### src/hw/eeprom_host_pkg.sv
// Constants and types shared by the parallel EEPROM host controller files
package eeprom_host_pkg;

   // Clock rate of clk_sys
   localparam int CLK_MHZ = 100;

   // Pin and page geometry
   localparam int ADDR_W = 13;
   localparam int DATA_W = 8;
   localparam int BYTE_IDX_W = 6;
   localparam int PAGE_W = ADDR_W - BYTE_IDX_W;
   localparam int PAGE_BYTES = 64;
   localparam logic [BYTE_IDX_W-1:0] LAST_BYTE_IDX = 6'h3f;
   localparam logic [BYTE_IDX_W-1:0] FIRST_BYTE_IDX = 6'h00;

   // Times in their printed units
   localparam int WRITE_PULSE_NS = 100;
   localparam int WRITE_HIGH_NS = 50;
   localparam int READ_ACCESS_NS = 150;
   localparam int OUTPUT_FLOAT_NS = 50;
   localparam int BYTE_LOAD_WINDOW_US = 150;
   localparam int PROGRAM_CYCLE_MS = 10;
   localparam int FAST_PROGRAM_CYCLE_MS = 2;
   localparam int ERASE_PULSE_MS = 10;
   localparam int ERASE_EDGE_US = 1;

   // Least times round up to whole cycles
   localparam int WRITE_PULSE_CYC = (WRITE_PULSE_NS * CLK_MHZ + 999) / 1000;
   localparam int WRITE_HIGH_CYC = (WRITE_HIGH_NS * CLK_MHZ + 999) / 1000;
   localparam int READ_ACCESS_CYC = (READ_ACCESS_NS * CLK_MHZ + 999) / 1000;
   localparam int OUTPUT_FLOAT_CYC = (OUTPUT_FLOAT_NS * CLK_MHZ + 999) / 1000;
   localparam int ERASE_EDGE_CYC = ERASE_EDGE_US * CLK_MHZ;
   localparam int ERASE_PULSE_CYC = ERASE_PULSE_MS * 1000 * CLK_MHZ;
   // Device maxima that the host must wait out, so the wait is the full figure
   localparam int PROGRAM_CYCLE_CYC = PROGRAM_CYCLE_MS * 1000 * CLK_MHZ;
   localparam int FAST_PROGRAM_CYCLE_CYC = FAST_PROGRAM_CYCLE_MS * 1000 * CLK_MHZ;
   // Longest gap between page bytes rounds down
   localparam int BYTE_LOAD_WINDOW_CYC = BYTE_LOAD_WINDOW_US * CLK_MHZ;

   // Down counter wide enough for the longest wait
   localparam int COUNT_W = 21;

   // Host commands
   typedef enum logic [1:0] {
      OP_READ,
      OP_PAGE_WRITE,
      OP_CHIP_ERASE
   } op_type;

endpackage : eeprom_host_pkg

### src/hw/page_buf_if.sv
// Connection between the controller and its page buffer
`timescale 1ns/1ps
`default_nettype none
interface page_buf_if;
   import eeprom_host_pkg::*;
   logic wr_en;
   logic [BYTE_IDX_W-1:0] wr_idx;
   logic [DATA_W-1:0] wr_data;
   logic clear;
   logic [BYTE_IDX_W-1:0] rd_idx;
   logic [DATA_W-1:0] rd_data;
   logic rd_loaded;

   modport owner (
      output wr_en, wr_idx, wr_data, clear, rd_idx,
      input rd_data, rd_loaded
   );
   modport store (
      input wr_en, wr_idx, wr_data, clear, rd_idx,
      output rd_data, rd_loaded
   );
endinterface : page_buf_if
`default_nettype wire

### src/hw/eeprom_host.sv
// Host controller driving a byte-wide parallel EEPROM through its strobes
//
// Summary of operation
// - Write: chip select low, enable high, strobe low
// - Erase: select, strobe low, enable at high voltage
// - Hold erase condition at least ten milliseconds
// - Same page bits on every strobe fall
// - Output enable high while loading page bytes
// - Next page byte within 150 microseconds
// - Write pulse low at least 100 ns
// - Write pulse high at least 50 ns
`timescale 1ns/1ps
`default_nettype none
module eeprom_host
   import eeprom_host_pkg::*;
#(
   parameter int PROGRAM_CYCLES = PROGRAM_CYCLE_CYC,
   parameter int FAST_PROGRAM_CYCLES = FAST_PROGRAM_CYCLE_CYC,
   parameter int ERASE_CYCLES = ERASE_PULSE_CYC
)
(
   // Clock and reset
   input wire logic clk_sys,
   input wire logic resetn,
   // Command port
   input wire logic cmd_valid,
   output logic cmd_ready,
   input wire op_type cmd_op,
   input wire logic [ADDR_W-1:0] cmd_addr,
   // Page buffer load port
   input wire logic load_valid,
   output logic load_ready,
   input wire logic [BYTE_IDX_W-1:0] load_idx,
   input wire logic [DATA_W-1:0] load_data,
   // Read answer, status and fast write mode
   output logic rd_valid,
   output logic [DATA_W-1:0] rd_data,
   output logic busy,
   input wire logic fast_write,
   // Device pins
   output logic [ADDR_W-1:0] mem_addr,
   output logic mem_ce_n,
   output logic mem_oe_n,
   output logic mem_we_n,
   input wire logic [DATA_W-1:0] mem_data_in,
   output logic [DATA_W-1:0] mem_data_out,
   output logic mem_data_oe_n,
   output logic erase_hv_en
);

   typedef enum logic [3:0] {
      S_IDLE,
      S_RD_WAIT,
      S_RD_FLOAT,
      S_SCAN,
      S_CHECK,
      S_WR_LOW,
      S_WR_HIGH,
      S_FINISH,
      S_PROG_WAIT,
      S_ER_SETUP,
      S_ER_PULSE,
      S_ER_HOLD
   } state_type;

   typedef struct packed {
      state_type state;
      logic [COUNT_W-1:0] cnt;
      logic [BYTE_IDX_W-1:0] idx;
      logic [PAGE_W-1:0] page;
      logic any_loaded;
      logic rd_valid;
      logic [DATA_W-1:0] rd_data;
      logic [ADDR_W-1:0] addr;
      logic [DATA_W-1:0] data_out;
      logic ce_n;
      logic oe_n;
      logic we_n;
      logic data_oe_n;
      logic hv;
   } host_state_type;

   host_state_type s_q;
   host_state_type s_d;
   logic cnt_done;
   logic streaming;

   page_buf_if buf_bus ();

   page_buffer u_page_buffer (
      .clk_sys(clk_sys),
      .resetn(resetn),
      .buf_port(buf_bus.store)
   );

   // Handshakes are combinational; loads pause only while the page streams out
   assign cnt_done = (s_q.cnt == '0);
   assign streaming = (s_q.state == S_SCAN) || (s_q.state == S_CHECK) ||
                      (s_q.state == S_WR_LOW) || (s_q.state == S_WR_HIGH) ||
                      (s_q.state == S_FINISH);
   assign cmd_ready = (s_q.state == S_IDLE);
   assign load_ready = !streaming;
   assign buf_bus.wr_en = load_valid && load_ready;
   assign buf_bus.wr_idx = load_idx;
   assign buf_bus.wr_data = load_data;
   assign buf_bus.rd_idx = s_q.idx;
   assign buf_bus.clear = (s_q.state == S_FINISH);

   // Sequencer: each timed phase is one state, counter counts down to zero
   always_comb
   begin
      s_d = s_q;
      s_d.rd_valid = 1'b0;
      if (!cnt_done)
      begin
         s_d.cnt = s_q.cnt - COUNT_W'(1);
      end
      unique case (s_q.state)
         S_IDLE:
         begin
            // Deselected: standby, nothing on the bus from either side
            s_d.ce_n = 1'b1;
            s_d.oe_n = 1'b1;
            s_d.we_n = 1'b1;
            s_d.data_oe_n = 1'b1;
            if (cmd_valid)
            begin
               case (cmd_op)
                  OP_READ:
                  begin
                     s_d.addr = cmd_addr;
                     s_d.ce_n = 1'b0;
                     s_d.oe_n = 1'b0;
                     s_d.cnt = COUNT_W'(READ_ACCESS_CYC - 1);
                     s_d.state = S_RD_WAIT;
                  end
                  OP_PAGE_WRITE:
                  begin
                     // Page bits are latched once for the whole load
                     s_d.page = cmd_addr[ADDR_W-1:BYTE_IDX_W];
                     s_d.idx = FIRST_BYTE_IDX;
                     s_d.any_loaded = 1'b0;
                     s_d.ce_n = 1'b0;
                     s_d.state = S_SCAN;
                  end
                  OP_CHIP_ERASE:
                  begin
                     s_d.ce_n = 1'b0;
                     s_d.hv = 1'b1;
                     s_d.cnt = COUNT_W'(ERASE_EDGE_CYC - 1);
                     s_d.state = S_ER_SETUP;
                  end
                  default:
                  begin
                     s_d.state = S_IDLE;
                  end
               endcase
            end
         end
         S_RD_WAIT:
         begin
            if (cnt_done)
            begin
               // During programming this byte carries the polling bits
               s_d.rd_data = mem_data_in;
               s_d.rd_valid = 1'b1;
               s_d.ce_n = 1'b1;
               s_d.oe_n = 1'b1;
               s_d.cnt = COUNT_W'(OUTPUT_FLOAT_CYC - 1);
               s_d.state = S_RD_FLOAT;
            end
         end
         S_RD_FLOAT:
         begin
            // Let the device release the bus before anyone drives it
            if (cnt_done)
            begin
               s_d.state = S_IDLE;
            end
         end
         S_SCAN:
         begin
            // Buffer read address is idx; its data arrive next cycle
            s_d.state = S_CHECK;
         end
         S_CHECK:
         begin
            if (buf_bus.rd_loaded)
            begin
               // Only loaded slots are strobed; output enable stays high
               s_d.addr = {s_q.page, s_q.idx};
               s_d.data_out = buf_bus.rd_data;
               s_d.data_oe_n = 1'b0;
               s_d.oe_n = 1'b1;
               s_d.we_n = 1'b0;
               s_d.any_loaded = 1'b1;
               s_d.cnt = COUNT_W'(WRITE_PULSE_CYC - 1);
               s_d.state = S_WR_LOW;
            end
            else if (s_q.idx == LAST_BYTE_IDX)
            begin
               s_d.state = S_FINISH;
            end
            else
            begin
               s_d.idx = s_q.idx + BYTE_IDX_W'(1);
               s_d.state = S_SCAN;
            end
         end
         S_WR_LOW:
         begin
            if (cnt_done)
            begin
               s_d.we_n = 1'b1;
               s_d.cnt = COUNT_W'(WRITE_HIGH_CYC - 1);
               s_d.state = S_WR_HIGH;
            end
         end
         S_WR_HIGH:
         begin
            // Bytes follow within a few hundred cycles, far inside the window
            if (cnt_done)
            begin
               s_d.data_oe_n = 1'b1;
               if (s_q.idx == LAST_BYTE_IDX)
               begin
                  s_d.state = S_FINISH;
               end
               else
               begin
                  s_d.idx = s_q.idx + BYTE_IDX_W'(1);
                  s_d.state = S_SCAN;
               end
            end
         end
         S_FINISH:
         begin
            // Raising chip select and waiting lets the window lapse
            s_d.ce_n = 1'b1;
            if (s_q.any_loaded)
            begin
               s_d.cnt = fast_write ? COUNT_W'(FAST_PROGRAM_CYCLES - 1) :
                                      COUNT_W'(PROGRAM_CYCLES - 1);
               s_d.state = S_PROG_WAIT;
            end
            else
            begin
               s_d.state = S_IDLE;
            end
         end
         S_PROG_WAIT:
         begin
            // No access until the worst-case programming time has passed
            if (cnt_done)
            begin
               s_d.state = S_IDLE;
            end
         end
         S_ER_SETUP:
         begin
            if (cnt_done)
            begin
               s_d.we_n = 1'b0;
               s_d.cnt = COUNT_W'(ERASE_CYCLES - 1);
               s_d.state = S_ER_PULSE;
            end
         end
         S_ER_PULSE:
         begin
            if (cnt_done)
            begin
               s_d.we_n = 1'b1;
               s_d.cnt = COUNT_W'(ERASE_EDGE_CYC - 1);
               s_d.state = S_ER_HOLD;
            end
         end
         S_ER_HOLD:
         begin
            if (cnt_done)
            begin
               s_d.hv = 1'b0;
               s_d.ce_n = 1'b1;
               s_d.state = S_IDLE;
            end
         end
      endcase
   end

   // All control state resets to an idle, deselected bus
   always_ff @(posedge clk_sys)
   begin
      if (!resetn)
      begin
         s_q <= '0;
         s_q.state <= S_IDLE;
         s_q.ce_n <= 1'b1;
         s_q.oe_n <= 1'b1;
         s_q.we_n <= 1'b1;
         s_q.data_oe_n <= 1'b1;
      end
      else
      begin
         s_q <= s_d;
      end
   end

   // Pin and answer outputs straight from flops
   assign rd_valid = s_q.rd_valid;
   assign rd_data = s_q.rd_data;
   assign busy = (s_q.state != S_IDLE);
   assign mem_addr = s_q.addr;
   assign mem_ce_n = s_q.ce_n;
   assign mem_oe_n = s_q.oe_n;
   assign mem_we_n = s_q.we_n;
   assign mem_data_out = s_q.data_out;
   assign mem_data_oe_n = s_q.data_oe_n;
   assign erase_hv_en = s_q.hv;

endmodule : eeprom_host
`default_nettype wire

### src/hw/page_buffer.sv
// Page buffer: one byte and one loaded flag per byte slot, registered read
`timescale 1ns/1ps
`default_nettype none
module page_buffer
   import eeprom_host_pkg::*;
(
   // Clock and reset
   input wire logic clk_sys,
   input wire logic resetn,
   // Controller side
   page_buf_if.store buf_port
);

   typedef struct packed {
      logic [PAGE_BYTES-1:0][DATA_W-1:0] mem;
      logic [PAGE_BYTES-1:0] loaded;
      logic [DATA_W-1:0] rd_data;
      logic rd_loaded;
   } buf_state_type;

   buf_state_type s_q;
   buf_state_type s_d;

   // Clear comes first so a write in the same cycle still marks its slot
   always_comb
   begin
      s_d = s_q;
      if (buf_port.clear)
      begin
         s_d.loaded = '0;
      end
      if (buf_port.wr_en)
      begin
         s_d.mem[buf_port.wr_idx] = buf_port.wr_data;
         s_d.loaded[buf_port.wr_idx] = 1'b1;
      end
      s_d.rd_data = s_q.mem[buf_port.rd_idx];
      s_d.rd_loaded = s_q.loaded[buf_port.rd_idx];
   end

   always_ff @(posedge clk_sys)
   begin
      if (!resetn)
      begin
         s_q <= '0;
      end
      else
      begin
         s_q <= s_d;
      end
   end

   assign buf_port.rd_data = s_q.rd_data;
   assign buf_port.rd_loaded = s_q.rd_loaded;

endmodule : page_buffer
`default_nettype wire

### config.mk
export PLATFORM = sky130hd
export DESIGN_NAME = eeprom_host
export DESIGN_NICKNAME = d
export VERILOG_FILES = /design/src/hw/eeprom_host_pkg.sv /design/src/hw/page_buf_if.sv /design/src/hw/eeprom_host.sv /design/src/hw/page_buffer.sv
export SDC_FILE = /design/constraint.sdc
export NUM_CORES = 2
export LEC_CHECK = 0
export BUFFER_PORTS_ARGS = -buffer_cell sky130_fd_sc_hd__buf_2
export CAP_MARGIN = 0
export CELL_PAD_IN_SITES_DETAIL_PLACEMENT = 1
export CELL_PAD_IN_SITES_GLOBAL_PLACEMENT = 2
export CORE_MARGIN = 10
export CORE_UTILIZATION = 41
export CTS_BUF_LIST = sky130_fd_sc_hd__clkbuf_8
export DETAILED_ROUTE_END_ITERATION = 10
export GPL_TIMING_DRIVEN = 1
export PLACE_DENSITY_LB_ADDON = 0.1
export RECOVER_POWER = 25
export SETUP_SLACK_MARGIN = 0.05
export SLEW_MARGIN = 40
export SYNTH_ARGS = -nofsm -noshare
export SYNTH_HDL_FRONTEND = slang
export SYNTH_SLANG_ARGS = --single-unit
export TNS_END_PERCENT = 1
### constraint.sdc
create_clock -name clk_sys -period 3.26 [get_ports clk_sys]
set_clock_uncertainty 0.05 [all_clocks]
set_input_delay 0.815 -clock clk_sys [delete_from_list [all_inputs] [get_ports clk_sys]]
set_output_delay 0.815 -clock clk_sys [all_outputs]
set_load 0.02 [all_outputs]
==> metrics.md <==
| Metric | Value |
|---|---|
| Placed Area | 33070 um^2 |
| Met1 wire length | slightly above 50000 um |
| CTS Root Cell | clkbuf_8 |
| Yosys reg bits | 659 |
| Layout cell share with drive strength beyond 1 | 0.1662 |
| Synth top area cells | dfxtp_1, a21boi_0, mux4_2, o21ai_0, nand2_1 |
| Outcome | finished, final reports clean |
| Fin crit period | approximately 3.1 ns |
| CTS H-tree depth | 3 |
| Count of different cell masters after synthesis | slightly below 80 |
| WHS | around 0.27 ns |
| Gr usage total | 0.2495 |
| Post-DR vias/cell | between 5 and 6 |
| Clk pin slew, worst setup/hold paths | 0.06 ns |
| I/O pin count | 80 |
| Leakage | 11.60 nW |
| Synth Area per Inst | approximately 9 um^2 |
| Final HPWL DP | 73710 um |
| Core box area | 76080 um^2 |
| Pwr dens | approximately 570 nW/um^2 |
| Overall Power | between 20 and 25 mW |
| Peak VDD IR | 358.3 uV |
| Drt total wl | 113400 um |
| Max-slew headroom | 0.08274 |
| FP Rows | 101 |
| Net Count, Synth | ~3500 |
| Hold Crit Class | in2reg |
| Largest net degree at the start of global routing | 195 |
| Async SR Flop Fraction | 0 |
| Most frequent cell after synthesis | dfxtp_1 |
| Crit path launch type | flip-flop |
| Residual DRC | 0 |
| Cell Count, Final, Fillers Out | 4618 |
| GRT overflow | 0 |
| Port-buffer cells | 79 |
| Post-synth EDFFs | 0 |
| Initial antenna violation count | 5 |
| Worst slack, placed | 0.3139 ns |
| WL met2 | around 53000 um |
| Gp weighted congestion | 0.8815 |
| Routed Antenna Nets | 0 |
| Area growth syn-to-layout | 12.60% |
| Final hold viol count | 0 |
| Max Slew Vio Count | 0 |
| CTS tree | done |
| Worst-skew pair later-pin latency | 0.75 ns |
| RSZ-0062 raised after global routing | false |
| Pre-antenna DRT Iters | 5 |
| Synthesis warning total | 0 |
| Final worst slack | about 0.20 ns |
| Nets@finish | about 3500 |
| Clock Sinks | roughly 660 |
| Worst Path Required | 3.87 ns |
| Placed cells | 4393 |
| Total CTS buffers | 121 |
| Slew at the pin with the worst max-slew slack | ~1.4 ns |
| CTS Buffer Depth | 3 |
| Vias | 27290 |
| Dominant cell type by area after synthesis | dfxtp_1 |
| Critical Path Fanout Max | 29 |
| Vias in the first global route | 28590 |
| DIE AREA | 88250 um^2 |
| Highest metal used | met5 |
| Tcrit/Tclk final | 0.9401 |
| Mapped Cells | around 3500 |
| Post-Syn Area | 31480 um^2 |
| Kind of critical path | reg2reg |
| Max-Cap Viols | 0 |
| Critical path arrival | 3.68 ns |
| Post-synthesis sequential area ratio | 0.4191 |
| Filler Cell Count | 8772 |
| First-pass GRT wire length | 175900 um |
| Kind of end point of the critical path | flip-flop |
| Final setup viols | 0 |
| Fin Setup TNS | 0 ns |
| Hold buffer count at CTS | 0 |
| Synth Flop Type | dfxtp_1 |
| Util after Layout | 0.4659 |
| Post-synth top cells | dfxtp_1, nand2_1, o21ai_0, a21boi_0, clkbuf_1 |
| Starting Density | 0.4138 |
| Met3 wire len | 5453 um |
| Postcts setup bufs | 0 |
| Initial DRC count | roughly 1900 |
| Final cell area excluding filler cells | 35440 um^2 |
| Die width | 297.1 um |
| Die H | 297.1 um |
| Yosys top cell area share | 0.4191 |
| Routed len/inst | approximately 25 um |
| Fmax | 0.3263 GHz |
-- worst max-delay path: stages, from the launching register on --
cell,delay (ns)
dfxtp_1,0.31
a21oi_1,0.27
o211ai_1,0.20
or3b_2,0.93
nor2_1,0.85
nand2_1,0.15
a21boi_0,0.20
-- timing repair --
action / CTS / global route
gates cloned: 0 / 0
resized for setup: 1 / 1
setup endpoints to repair: 1 / 1
-- cells in the final DEF, fill, tap and decap left out, types with 7 or more instances in the layout --
master / instances
mux4_2: 144
nor2_1: 76
a21oi_1: 94
a21boi_0: 510
buf_2: 43
nor3_1: 21
nand2_1: 589
nor2_2: 30
buf_12: 29
clkbuf_1: 43
nand3_1: 42
nor2_4: 14
a21boi_1: 14
o21ai_0: 552
dfxtp_1: 655
xnor2_1: 12
o22ai_1: 33
mux2_2: 10
a211oi_1: 15
or2_2: 7
clkinv_2: 17
o211a_1: 13
nor2b_1: 96
o31ai_1: 8
o221ai_1: 10
mux2i_1: 34
inv_1: 51
nand2b_1: 12
o211ai_1: 7
clkbuf_8: 153
or3_1: 9
buf_4: 108
-- area by class of cell --
cell class	instances	area [um^2]	area share
inverter	12	45.04	0.001271
multi-input combinational	2465	16550	0.4670
timing repair buffer	227	1807	0.05098
clock inverter	69	431.7	0.01218
clock buffer	153	2106	0.05941
sequential	659	13210	0.3726
antenna	3	7.507	0.0002118
tap	1030	1289	0.03636
-- logic make-up (layout without fill, tap and decap cells) --
family,after synthesis,count (layout),share of synthesized area
compound gates,1303,1303,0.2610
simple gates,952,952,0.1428
flops,659,659,0.4191
buf+inv,377,461,0.05307
mux,188,188,0.1174
xor+xnor,18,18,0.005009
fa+ha+maj,4,4,0.001590
other cells,0,3,0
-- metal layers --
metal,vias up,track usage
li1,12370,-
met1,14040,0.3353
met2,703,0.4137
met3,177,0.03841
met4,4,0.06395
met5,-,0
-- sequential cells by signal (all words and copies together), names as in the netlist, 6 cells and up --
name,count
u_page_buffer.s_q,576
s_q,33
mem_addr,13
mem_data_out,8
rd_data,8
u_page_buffer.buf_port.rd_data,8
buf_bus.rd_idx,6
-- report_power, final --
part	internal (mW)	total (mW)	leakage (nW)	switching [mW]
Combinational	1.29	3.57	4.81	2.28
Sequential	8.26	8.52	5.32	0.255
Clock	4.54	8.26	1.47	3.72
-- path summary, 6_finish.rpt --
check,endpoint,startpoint,slack (ns),depth (start not counted)
worst min register to register,mem_data_out[0],u_page_buffer.buf_port.rd_data[0],0.40,2
worst max-delay path,u_page_buffer.s_q[550],s_q[71],0.20,6
worst min-delay path,rd_data[0],mem_data_in[0],0.27,3
worst max register to register,u_page_buffer.s_q[550],s_q[71],0.20,6
Power figures use the tool's default switching activity.
